<file path="config.mk">
export PLATFORM = sky130hd
export DESIGN_NAME = mbrr_responder
export DESIGN_NICKNAME = d
export VERILOG_FILES = /design/src/core/mbrr_pkg.sv /design/src/core/mbrr_responder.sv
export SDC_FILE = /design/constraint.sdc
export NUM_CORES = 1
export LEC_CHECK = 0
export BUFFER_PORTS_ARGS = -buffer_cell sky130_fd_sc_hd__buf_2
export CORE_MARGIN = 2
export CORE_UTILIZATION = 38
export DETAILED_ROUTE_END_ITERATION = 8
export GPL_TIMING_DRIVEN = 1
export PLACE_DENSITY = 0.7
export SKIP_CTS_REPAIR_TIMING = 1
export SYNTH_ARGS = -nofsm -noshare
export SYNTH_HDL_FRONTEND = slang
export SYNTH_SLANG_ARGS = --single-unit
</file>
<file path="constraint.sdc">
create_clock -name core_clk -period 23.1 [get_ports core_clk]
set_input_delay 4.62 -clock core_clk [delete_from_list [all_inputs] [get_ports core_clk]]
set_output_delay 4.62 -clock core_clk [all_outputs]
set_load 0.03 [all_outputs]
</file>
<file path="src/core/mbrr_pkg.sv">
// Constants shared by the read-only Modbus responder
//
// What this block does
// - RTU served only in Modbus serial mode
// - Functions 0x01, 0x03 over addresses 0..0x270E
// - Only own unit address answered, no broadcast
// - Relay n sits at coil address n-1
// - Coil bit one means relay energised
// - Lowest requested relay in reply bit zero
// - Reply echoes unit, function, then byte count
// - RTU: unit, function, start, quantity, CRC
// - TCP: transaction, protocol, length; no CRC
// - TCP protocol identifier is always zero
// - Channel value is 32 bits in two words
// - Overrange reads as 32000 or -32000
// - Channel words at addresses zero to seven
// - Alarm highs at 8..15, 0x8000 when off
// - Alarm lows at 16..23, 0x8000 when off
// - Decimal points start at address 24
// - Register reply high byte first, ascending
package mbrr_pkg;

  // ------------------------------------------------------------
  // Protocol codes and limits
  // ------------------------------------------------------------
  localparam logic [7:0] FN_COIL_READ = 8'h01;
  localparam logic [7:0] FN_HOLD_READ = 8'h03;
  localparam logic [15:0] ADDR_LAST = 16'h270e;
  localparam logic [15:0] MAX_COIL_QTY = 16'h07d0;
  localparam logic [15:0] MAX_REG_QTY = 16'h007d;
  localparam logic [15:0] TCP_PROTO_ID = 16'h0000;
  localparam logic [15:0] TCP_QUERY_LEN = 16'h0006;
  localparam logic [15:0] TCP_LEN_BASE = 16'h0003;
  localparam logic [2:0] SERIAL_FN_MODBUS = 3'h5;

  // ------------------------------------------------------------
  // Frame geometry
  // ------------------------------------------------------------
  localparam int RX_BUF_LEN = 12;
  localparam logic [3:0] RTU_QUERY_BYTES = 4'h8;
  localparam logic [3:0] TCP_QUERY_BYTES = 4'hc;
  localparam logic [8:0] TCP_HEAD_BYTES = 9'h009;
  localparam logic [8:0] RTU_HEAD_BYTES = 9'h003;
  localparam logic [8:0] RTU_HEAD_SKIP = 9'h006;
  localparam logic [8:0] RTU_CRC_BYTES = 9'h002;

  // ------------------------------------------------------------
  // Check sum
  // ------------------------------------------------------------
  localparam logic [15:0] CRC_INIT = 16'hffff;
  localparam logic [15:0] CRC_POLY = 16'ha001;

  // ------------------------------------------------------------
  // Holding register map
  // ------------------------------------------------------------
  localparam logic [15:0] REG_CHAN_BASE = 16'h0000;
  localparam logic [15:0] REG_AHI_BASE = 16'h0008;
  localparam logic [15:0] REG_ALO_BASE = 16'h0010;
  localparam logic [15:0] REG_DP_BASE = 16'h0018;
  localparam logic [15:0] REG_MAP_END = 16'h0020;
  localparam logic [15:0] COIL_COUNT = 16'h0008;
  localparam logic [15:0] NO_SETPOINT = 16'h8000;
  localparam logic [31:0] OVER_POS_VAL = 32'h00007d00;
  localparam logic [31:0] OVER_NEG_VAL = 32'hffff8300;

  typedef enum logic {MBRR_COLLECT, MBRR_SEND} mbrr_state_t;

endpackage

</file>
<file path="src/core/mbrr_responder.sv">
// Modbus coil and holding register read responder, RTU and TCP
`timescale 1ns/1ps
module mbrr_responder
  import mbrr_pkg::*;
(
  input wire logic core_clk,
  input wire logic rst_b,
  input wire logic [7:0] unitAddress,
  input wire logic [2:0] serialOperatingFunction,
  input wire logic [7:0] rxByte,
  input wire logic rxValid,
  input wire logic rxEnd,
  input wire logic rxTcp,
  input wire logic [7:0] relayEnergised,
  input wire logic [127:0] channelValue,
  input wire logic [3:0] chanOverPos,
  input wire logic [3:0] chanOverNeg,
  input wire logic [127:0] alarmHigh,
  input wire logic [7:0] alarmHighOn,
  input wire logic [127:0] alarmLow,
  input wire logic [7:0] alarmLowOn,
  input wire logic [127:0] decimalPoint,
  output logic [7:0] txByte,
  output logic txValid,
  output logic txLast,
  input wire logic txReady,
  output logic rxBusy
);

  // ------------------------------------------------------------
  // Helpers
  // ------------------------------------------------------------

  // One byte of the reflected 0xA001 check sum
  function automatic logic [15:0] crcStep(input logic [15:0] c,
                                          input logic [7:0] b);
    logic [15:0] r;
    r = c ^ {8'h00, b};
    for (int i = 0; i < 8; i++) begin
      r = r[0] ? ((r >> 1) ^ CRC_POLY) : (r >> 1);
    end
    return r;
  endfunction

  // Channel word pair with overrange substitution
  function automatic logic [31:0] chanVal(input logic [1:0] ch);
    logic [31:0] v;
    v = channelValue[32*ch +: 32];
    if (chanOverPos[ch]) begin
      v = OVER_POS_VAL;
    end else if (chanOverNeg[ch]) begin
      v = OVER_NEG_VAL;
    end
    return v;
  endfunction

  // Holding register contents; unmapped addresses read zero
  function automatic logic [15:0] regWord(input logic [15:0] a);
    logic [15:0] w;
    logic [31:0] cv;
    logic [2:0] n;
    w = 16'h0000;
    n = a[2:0];
    cv = chanVal(a[2:1]);
    if (a < REG_AHI_BASE) begin
      w = a[0] ? cv[15:0] : cv[31:16];
    end else if (a < REG_ALO_BASE) begin
      w = alarmHighOn[n] ? alarmHigh[16*n +: 16] : NO_SETPOINT;
    end else if (a < REG_DP_BASE) begin
      w = alarmLowOn[n] ? alarmLow[16*n +: 16] : NO_SETPOINT;
    end else if (a < REG_MAP_END) begin
      w = decimalPoint[16*n +: 16];
    end
    return w;
  endfunction

  // ------------------------------------------------------------
  // State
  // ------------------------------------------------------------
  mbrr_state_t state_q, state_d;
  logic [7:0] buf_q [RX_BUF_LEN];
  logic [7:0] buf_d [RX_BUF_LEN];
  logic [3:0] rxCnt_q, rxCnt_d;
  logic rxOver_q, rxOver_d;
  logic [15:0] rxCrc_q, rxCrc_d;
  logic [15:0] txCrc_q, txCrc_d;
  logic [15:0] tid_q, tid_d;
  logic [7:0] fn_q, fn_d;
  logic [15:0] start_q, start_d;
  logic [15:0] qty_q, qty_d;
  logic [7:0] bc_q, bc_d;
  logic tcp_q, tcp_d;
  logic [8:0] idx_q, idx_d;
  logic [7:0] txByte_q, txByte_d;
  logic txValid_q, txValid_d;

  // Decoded query fields from the receive buffer
  logic [3:0] off;
  logic [7:0] qUnit, qFn;
  logic [15:0] qStart, qQty, qLen, qProto;
  logic [16:0] qEnd;
  logic frameOk, fnOk, rangeOk, accept;
  logic [8:0] dataEnd, total, nxtIdx, headIdx, pos;
  logic [7:0] nxtByte;
  logic [15:0] regAddr, coilAddr, rspLen;
  logic [15:0] rdWord;
  logic txAccept;

  assign txAccept = txValid_q && txReady;
  assign off = rxTcp ? 4'h6 : 4'h0;

  // ------------------------------------------------------------
  // Query decode
  // ------------------------------------------------------------
  // Both framings share the PDU layout, offset by the TCP prefix
  always_comb begin
    qUnit = buf_q[off];
    qFn = buf_q[off + 4'h1];
    qStart = {buf_q[off + 4'h2], buf_q[off + 4'h3]};
    qQty = {buf_q[off + 4'h4], buf_q[off + 4'h5]};
    qProto = {buf_q[2], buf_q[3]};
    qLen = {buf_q[4], buf_q[5]};
    qEnd = {1'b0, qStart} + {1'b0, qQty};
    if (rxTcp) begin
      frameOk = !rxOver_q && rxCnt_q == TCP_QUERY_BYTES
        && qProto == TCP_PROTO_ID
        && qLen == TCP_QUERY_LEN;
    end else begin
      // RTU only in Modbus mode; residue of a good CRC is zero
      frameOk = !rxOver_q && rxCnt_q == RTU_QUERY_BYTES
        && serialOperatingFunction == SERIAL_FN_MODBUS
        && rxCrc_q == 16'h0000;
    end
    fnOk = qFn == FN_COIL_READ || qFn == FN_HOLD_READ;
    rangeOk = qQty != 16'h0000
      && qQty <= (qFn == FN_COIL_READ ? MAX_COIL_QTY : MAX_REG_QTY)
      && qEnd <= {1'b0, ADDR_LAST} + 17'h00001;
    // Broadcast never matches: only our own unit is answered
    accept = frameOk && fnOk && rangeOk
      && qUnit == unitAddress;
  end

  // ------------------------------------------------------------
  // Reply byte generator
  // ------------------------------------------------------------
  // Next byte is prepared one cycle ahead so txByte is a flop
  always_comb begin
    nxtIdx = (state_q == MBRR_SEND) ? idx_q + 9'h001 : 9'h000;
    dataEnd = (tcp_d ? TCP_HEAD_BYTES : RTU_HEAD_BYTES) + {1'b0, bc_d};
    total = dataEnd + (tcp_d ? 9'h000 : RTU_CRC_BYTES);
    headIdx = tcp_d ? nxtIdx : nxtIdx + RTU_HEAD_SKIP;
    pos = nxtIdx - (tcp_d ? TCP_HEAD_BYTES : RTU_HEAD_BYTES);
    rspLen = TCP_LEN_BASE + {8'h00, bc_d};
    regAddr = start_d + {8'h00, pos[8:1]};
    // Word fetched once; a select on a call result is not portable
    rdWord = regWord(regAddr);
    coilAddr = start_d + {4'h0, pos, 3'h0};
    nxtByte = 8'h00;
    if (nxtIdx >= dataEnd) begin
      // Check sum goes low byte first, RTU only
      nxtByte = (nxtIdx == dataEnd) ? txCrc_d[7:0] : txCrc_d[15:8];
    end else if (headIdx < TCP_HEAD_BYTES) begin
      case (headIdx[3:0])
        4'h0: nxtByte = tid_d[15:8];
        4'h1: nxtByte = tid_d[7:0];
        4'h2: nxtByte = TCP_PROTO_ID[15:8];
        4'h3: nxtByte = TCP_PROTO_ID[7:0];
        4'h4: nxtByte = rspLen[15:8];
        4'h5: nxtByte = rspLen[7:0];
        4'h6: nxtByte = unitAddress;
        4'h7: nxtByte = fn_d;
        4'h8: nxtByte = bc_d;
        default: nxtByte = 8'h00;
      endcase
    end else if (fn_d == FN_COIL_READ) begin
      for (int j = 0; j < 8; j++) begin
        // Coil address n is relay n+1; bits past quantity are zero
        if ({1'b0, coilAddr} + 17'(j) < {1'b0, start_d} + {1'b0, qty_d}
            && coilAddr + 16'(j) < COIL_COUNT) begin
          nxtByte[j] = relayEnergised[3'(coilAddr + 16'(j))];
        end
      end
    end else begin
      nxtByte = pos[0] ? rdWord[7:0] : rdWord[15:8];
    end
  end

  // ------------------------------------------------------------
  // Next state
  // ------------------------------------------------------------
  always_comb begin
    state_d = state_q;
    buf_d = buf_q;
    rxCnt_d = rxCnt_q;
    rxOver_d = rxOver_q;
    rxCrc_d = rxCrc_q;
    txCrc_d = txCrc_q;
    tid_d = tid_q;
    fn_d = fn_q;
    start_d = start_q;
    qty_d = qty_q;
    bc_d = bc_q;
    tcp_d = tcp_q;
    idx_d = idx_q;
    txByte_d = txByte_q;
    txValid_d = txValid_q;
    case (state_q)
      MBRR_COLLECT: begin
        if (rxEnd) begin
          // Any frame end restarts collection; bad frames leave no trace
          rxCnt_d = 4'h0;
          rxOver_d = 1'b0;
          rxCrc_d = CRC_INIT;
          if (accept) begin
            tcp_d = rxTcp;
            tid_d = {buf_q[0], buf_q[1]};
            fn_d = qFn;
            start_d = qStart;
            qty_d = qQty;
            bc_d = (qFn == FN_COIL_READ) ? 8'((qQty + 16'h0007) >> 3)
                                         : 8'({qQty, 1'b0});
            txCrc_d = CRC_INIT;
            state_d = MBRR_SEND;
            idx_d = 9'h000;
            txByte_d = nxtByte;
            txValid_d = 1'b1;
          end
        end else if (rxValid) begin
          if (rxCnt_q == 4'(RX_BUF_LEN)) begin
            rxOver_d = 1'b1; // Too long for any query
          end else begin
            buf_d[rxCnt_q] = rxByte;
            rxCnt_d = rxCnt_q + 4'h1;
          end
          rxCrc_d = crcStep(rxCrc_q, rxByte);
        end
      end
      MBRR_SEND: begin
        if (txAccept) begin
          if (idx_q < dataEnd) begin
            txCrc_d = crcStep(txCrc_q, txByte_q);
          end
          if (idx_q + 9'h001 == total) begin
            state_d = MBRR_COLLECT;
            txValid_d = 1'b0;
          end else begin
            idx_d = idx_q + 9'h001;
            txByte_d = nxtByte;
          end
        end
      end
      default: state_d = MBRR_COLLECT;
    endcase
  end

  // ------------------------------------------------------------
  // Registers
  // ------------------------------------------------------------
  always_ff @(posedge core_clk or negedge rst_b) begin
    if (!rst_b) begin
      state_q <= MBRR_COLLECT;
      for (int i = 0; i < RX_BUF_LEN; i++) begin
        buf_q[i] <= 8'h00;
      end
      rxCnt_q <= 4'h0;
      rxOver_q <= 1'b0;
      rxCrc_q <= CRC_INIT;
      txCrc_q <= CRC_INIT;
      tid_q <= 16'h0000;
      fn_q <= 8'h00;
      start_q <= 16'h0000;
      qty_q <= 16'h0000;
      bc_q <= 8'h00;
      tcp_q <= 1'b0;
      idx_q <= 9'h000;
      txByte_q <= 8'h00;
      txValid_q <= 1'b0;
    end else begin
      state_q <= state_d;
      buf_q <= buf_d;
      rxCnt_q <= rxCnt_d;
      rxOver_q <= rxOver_d;
      rxCrc_q <= rxCrc_d;
      txCrc_q <= txCrc_d;
      tid_q <= tid_d;
      fn_q <= fn_d;
      start_q <= start_d;
      qty_q <= qty_d;
      bc_q <= bc_d;
      tcp_q <= tcp_d;
      idx_q <= idx_d;
      txByte_q <= txByte_d;
      txValid_q <= txValid_d;
    end
  end

  // Input is ignored while a reply is in flight; rxBusy warns
  assign rxBusy = state_q == MBRR_SEND;
  assign txByte = txByte_q;
  assign txValid = txValid_q;
  assign txLast = txValid_q && (idx_q + 9'h001 == total);

endmodule

</file>
==> flow_results.org <==
** Yosys
- Cell with the most instances after synthesis :: nand2_1
- Total number of yosys warnings :: 0
- Sequential share of the synthesized area :: 22.19%
- Netlist area before placement :: 24,650 um^2
- In this run the mean area of a mapped cell was 9.232 um^2.
- Unique cell type count in the Yosys netlist :: 108
- Counting every net in the synthesized netlist gives 3,459.
- In this run, synthesis inferred 0 flip-flops with an integrated enable.
- Most frequent cells after synthesis :: nand2_1 (288), ha_1 (215), a21oi_1 (191), dfrtp_1 (185), nor2_1 (158)
- In the synthesized netlist the dominant register cell turns out to be dfrtp_1.
- FFs w/ async S/R, synth :: 100.0%
- Cell accounting for the most synthesized area :: dfrtp_1
- Number of instances in the synthesized netlist :: 2,670
- Synthesis inferred 217 register bits.
- Sorting the synthesized cells by area gives the leading types as dfrtp_1 (19%), mux4_2 (12%), ha_1 (11%), mux2_2 (6.4%), xnor2_1 (5.3%).
- Of the post-synthesis cell area, the dominant cell type holds 18.78%.

** Global route
- The first global-routing pass estimated 161.6 mm of wire.
- Entering global routing, the biggest net connects 87 pins.
- Initial antenna violation count :: 43
- The via count of the first global-routing pass is 23.96k.
- Congestion Overflow GR :: 0
- Global routing used 32.72% of the available tracks across all layers.

** Floorplan
- Core area :: 64,350 um^2
- The floorplan step set the die height to 258.7 um.
- Once the floorplan was initialized, standard cells occupied 38.31% of the core.
- Die width :: 258.7 um
- Top-level I/O count :: 580
- The die covers 66,920 um^2.
- The floorplan has 93 rows.

** Timing
- For the finished layout, the period the worst path requires is 16.91 ns.
- Final number of hold-violating endpoints :: 0
- Number of failing setup endpoints in the final timing report :: 0
- Fin. max-slew vios :: 0
- After layout, the worst setup slack is 6.191 ns.
- Max-slew headroom at the worst pin :: 18.85%
- The clock arrives with 0.04091 ns of skew.
- Slew @ Worst Pin :: 1.215 ns
- Share of the clock period used by the worst path :: 73.20%
- Setup repair after global routing missed its margin :: no
- Maximum operating frequency :: 59.14 MHz
- Final setup TNS :: 0 ns

** CTS
- Clock insertion delay at the later pin of the skew report :: 0.56 ns
- Post-CTS clock slew at the launch and capture registers of the worst setup and hold paths :: 0.07 ns
- CTS Sinks :: 217
- TritonCTS clock tree :: yes
- The clock passes through at most 3 buffers.
- In this run the number of H-tree levels came out at 1.
- Number of buffers added by the clock tree synthesis step :: 25
- CTS placed an instance of clkbuf_16 at the clock tree root.

** Power and ir drop
- Total power per unit cell area :: 37.24 nW/um^2
- The worst-case IR drop observed on VDD is 0.05719 mV.
- In this run the static leakage power is 13.51 nW.
- Overall power of the completed layout :: 1.095 mW

** Drt
- Dividing the detail-routed wire length by the instance count gives 27.56 um.
- Via count normalized by instance count :: 6.022
- Once detail routing completed, the nets flagged for antenna violations numbered 0.
- The first TritonRoute pass finished after 5 iterations.
- For this block, the initial DRC count from the detailed router was 2,650.
- Total routed wirelength :: 112.5 mm
- Summing over every cut layer, the via total after detailed routing is 24.58k.
- Detailed-route DRC error count :: 0

** Finish
- Net count reported at finish :: 3,980
- Layout cells sized above 1 :: 32.51%
- Util after Layout :: 45.68%
- Synthesis-to-finish area growth :: 19.26%

** Setup path
- Biggest cell delay along the critical path :: 0.63 ns
- Worst setup EP type :: primary output
- Critical path data required time :: 18.48 ns
- Kind of cell with the highest combined delay on the critical path :: compound AO/OA/AOI/OAI gates
- Cell type with the highest occurrence count on the critical path :: a21oi_1
- The setup path with the least slack is of type input pin to primary output.
- Number of buffer and inverter stages on the critical path :: 6
- The worst setup path is launched from an input pin.
- Largest driver fanout on the critical path :: 86
- Data arrival at the endpoint of the critical path :: 12.29 ns
- On the critical path, the stage with the largest delay is an instance of buf_4.

** Placement
- Port buffering added 579 buffers.
- Post-placement worst setup slack :: 6.300 ns
- Placed wire-length estimate :: 92.25 mm
- GP Congestion :: 1.022

** Run status
- The run finished with clean final reports.

** Hold path
- Path category of the worst min-delay check :: flop to flop

** Flow run
- Max Cap Viol :: 0
-- layout by cell type (no fill, tap or decap), drive strengths merged, types with 62 or more instances in the layout --
cell type and instances:
mux2 152, nor2 161, a21oi 192, inv 82, nand2 289, nor3 62
mux2i 98, xnor2 150, ha 215, buf 628, dfrtp 185, xor2 70
mux4 134, o21ai 108, nand3 68
-- metrics by stage --
stage               hold WS, ns  cells  instance area [um^2]
floorplan                0.4291   2670                 24650
global placement         0.4450   4019                 28520
detailed placement       0.4520   4019                 28520
CTS                      0.4668   4063                 29350
global route             0.4765   4073                 29370
finish                   0.4693   4082                 29400
-- final cells by class --
| type | instances | area [um^2] |
|---|---|---|
| fillers | 6272 | 34950 |
| multi-input cells | 2235 | 18390 |
| flip-flops and latches | 217 | 5470 |
| repair buffers | 629 | 3282 |
| well taps | 855 | 1070 |
| clock buffers | 32 | 691.9 |
| inverters | 83 | 311.5 |
| clock inverters | 12 | 131.4 |
| diodes | 19 | 47.55 |
-- worst min-delay path, stage by stage, from the launching register on --
cell	delay, ns
dfrtp_1	0.32
nand2_1	0.04
nand2_1	0.07
-- per-layer routing --
layer	track usage, %	share of wire (%)	vias up
li1	-	-	11006
met1	40.22	38	12014
met2	54.42	47	1324
met3	7.923	9.5	218
met4	14.47	5.0	18
met5	0	0.090	-
-- path summary, 6_finish.rpt --
check,start,to,slack (ns),depth (start not counted)
max,rxTcp,txLast,6.19,31
min,tid_q[0],tid_q[0],0.47,2
max reg2reg,buf_q[37],txByte[2],10.77,45
min reg2reg,tid_q[0],tid_q[0],0.47,2
max in group asynchronous,rst_b,start_q[4],17.57,2
min in group asynchronous,rst_b,buf_q[84],4.08,1
-- report_power, final --
part | switching (mW) | leakage (nW) | internal, mW | total, mW
logic | 0.130 | 10.3 | 0.122 | 0.253
registers | 0.0261 | 2.84 | 0.409 | 0.435
clock network | 0.173 | 0.394 | 0.234 | 0.408
total | 0.330 | 13.5 | 0.765 | 1.09
-- flip-flops by register name, indices dropped and copies added, names as in the netlist, 4 cells and up --
signal,count
bc_q,8
txByte,8
rxCnt_q,4
rxCrc_q,16
start_q,16
qty_q,16
idx_q,9
tid_q,16
txCrc_q,16
buf_q,96
fn_q,8
-- cells by family (layout without fill, tap and decap cells) --
family                     count (synthesis)  in the layout  share of synthesized area (%)
adders and majority gates                222            222                          11.40
muxes                                    384            384                          23.32
other                                      0             19                              0
and+or+nand+nor                          848            848                          16.88
AOI/OAI and AO/OA                        561            561                          14.80
DFF                                      217            217                          22.19
buffers and inverters                    218            756                          3.558
xor gates and xnor gates                 220            220                          7.848
Power figures use the tool's default switching activity.
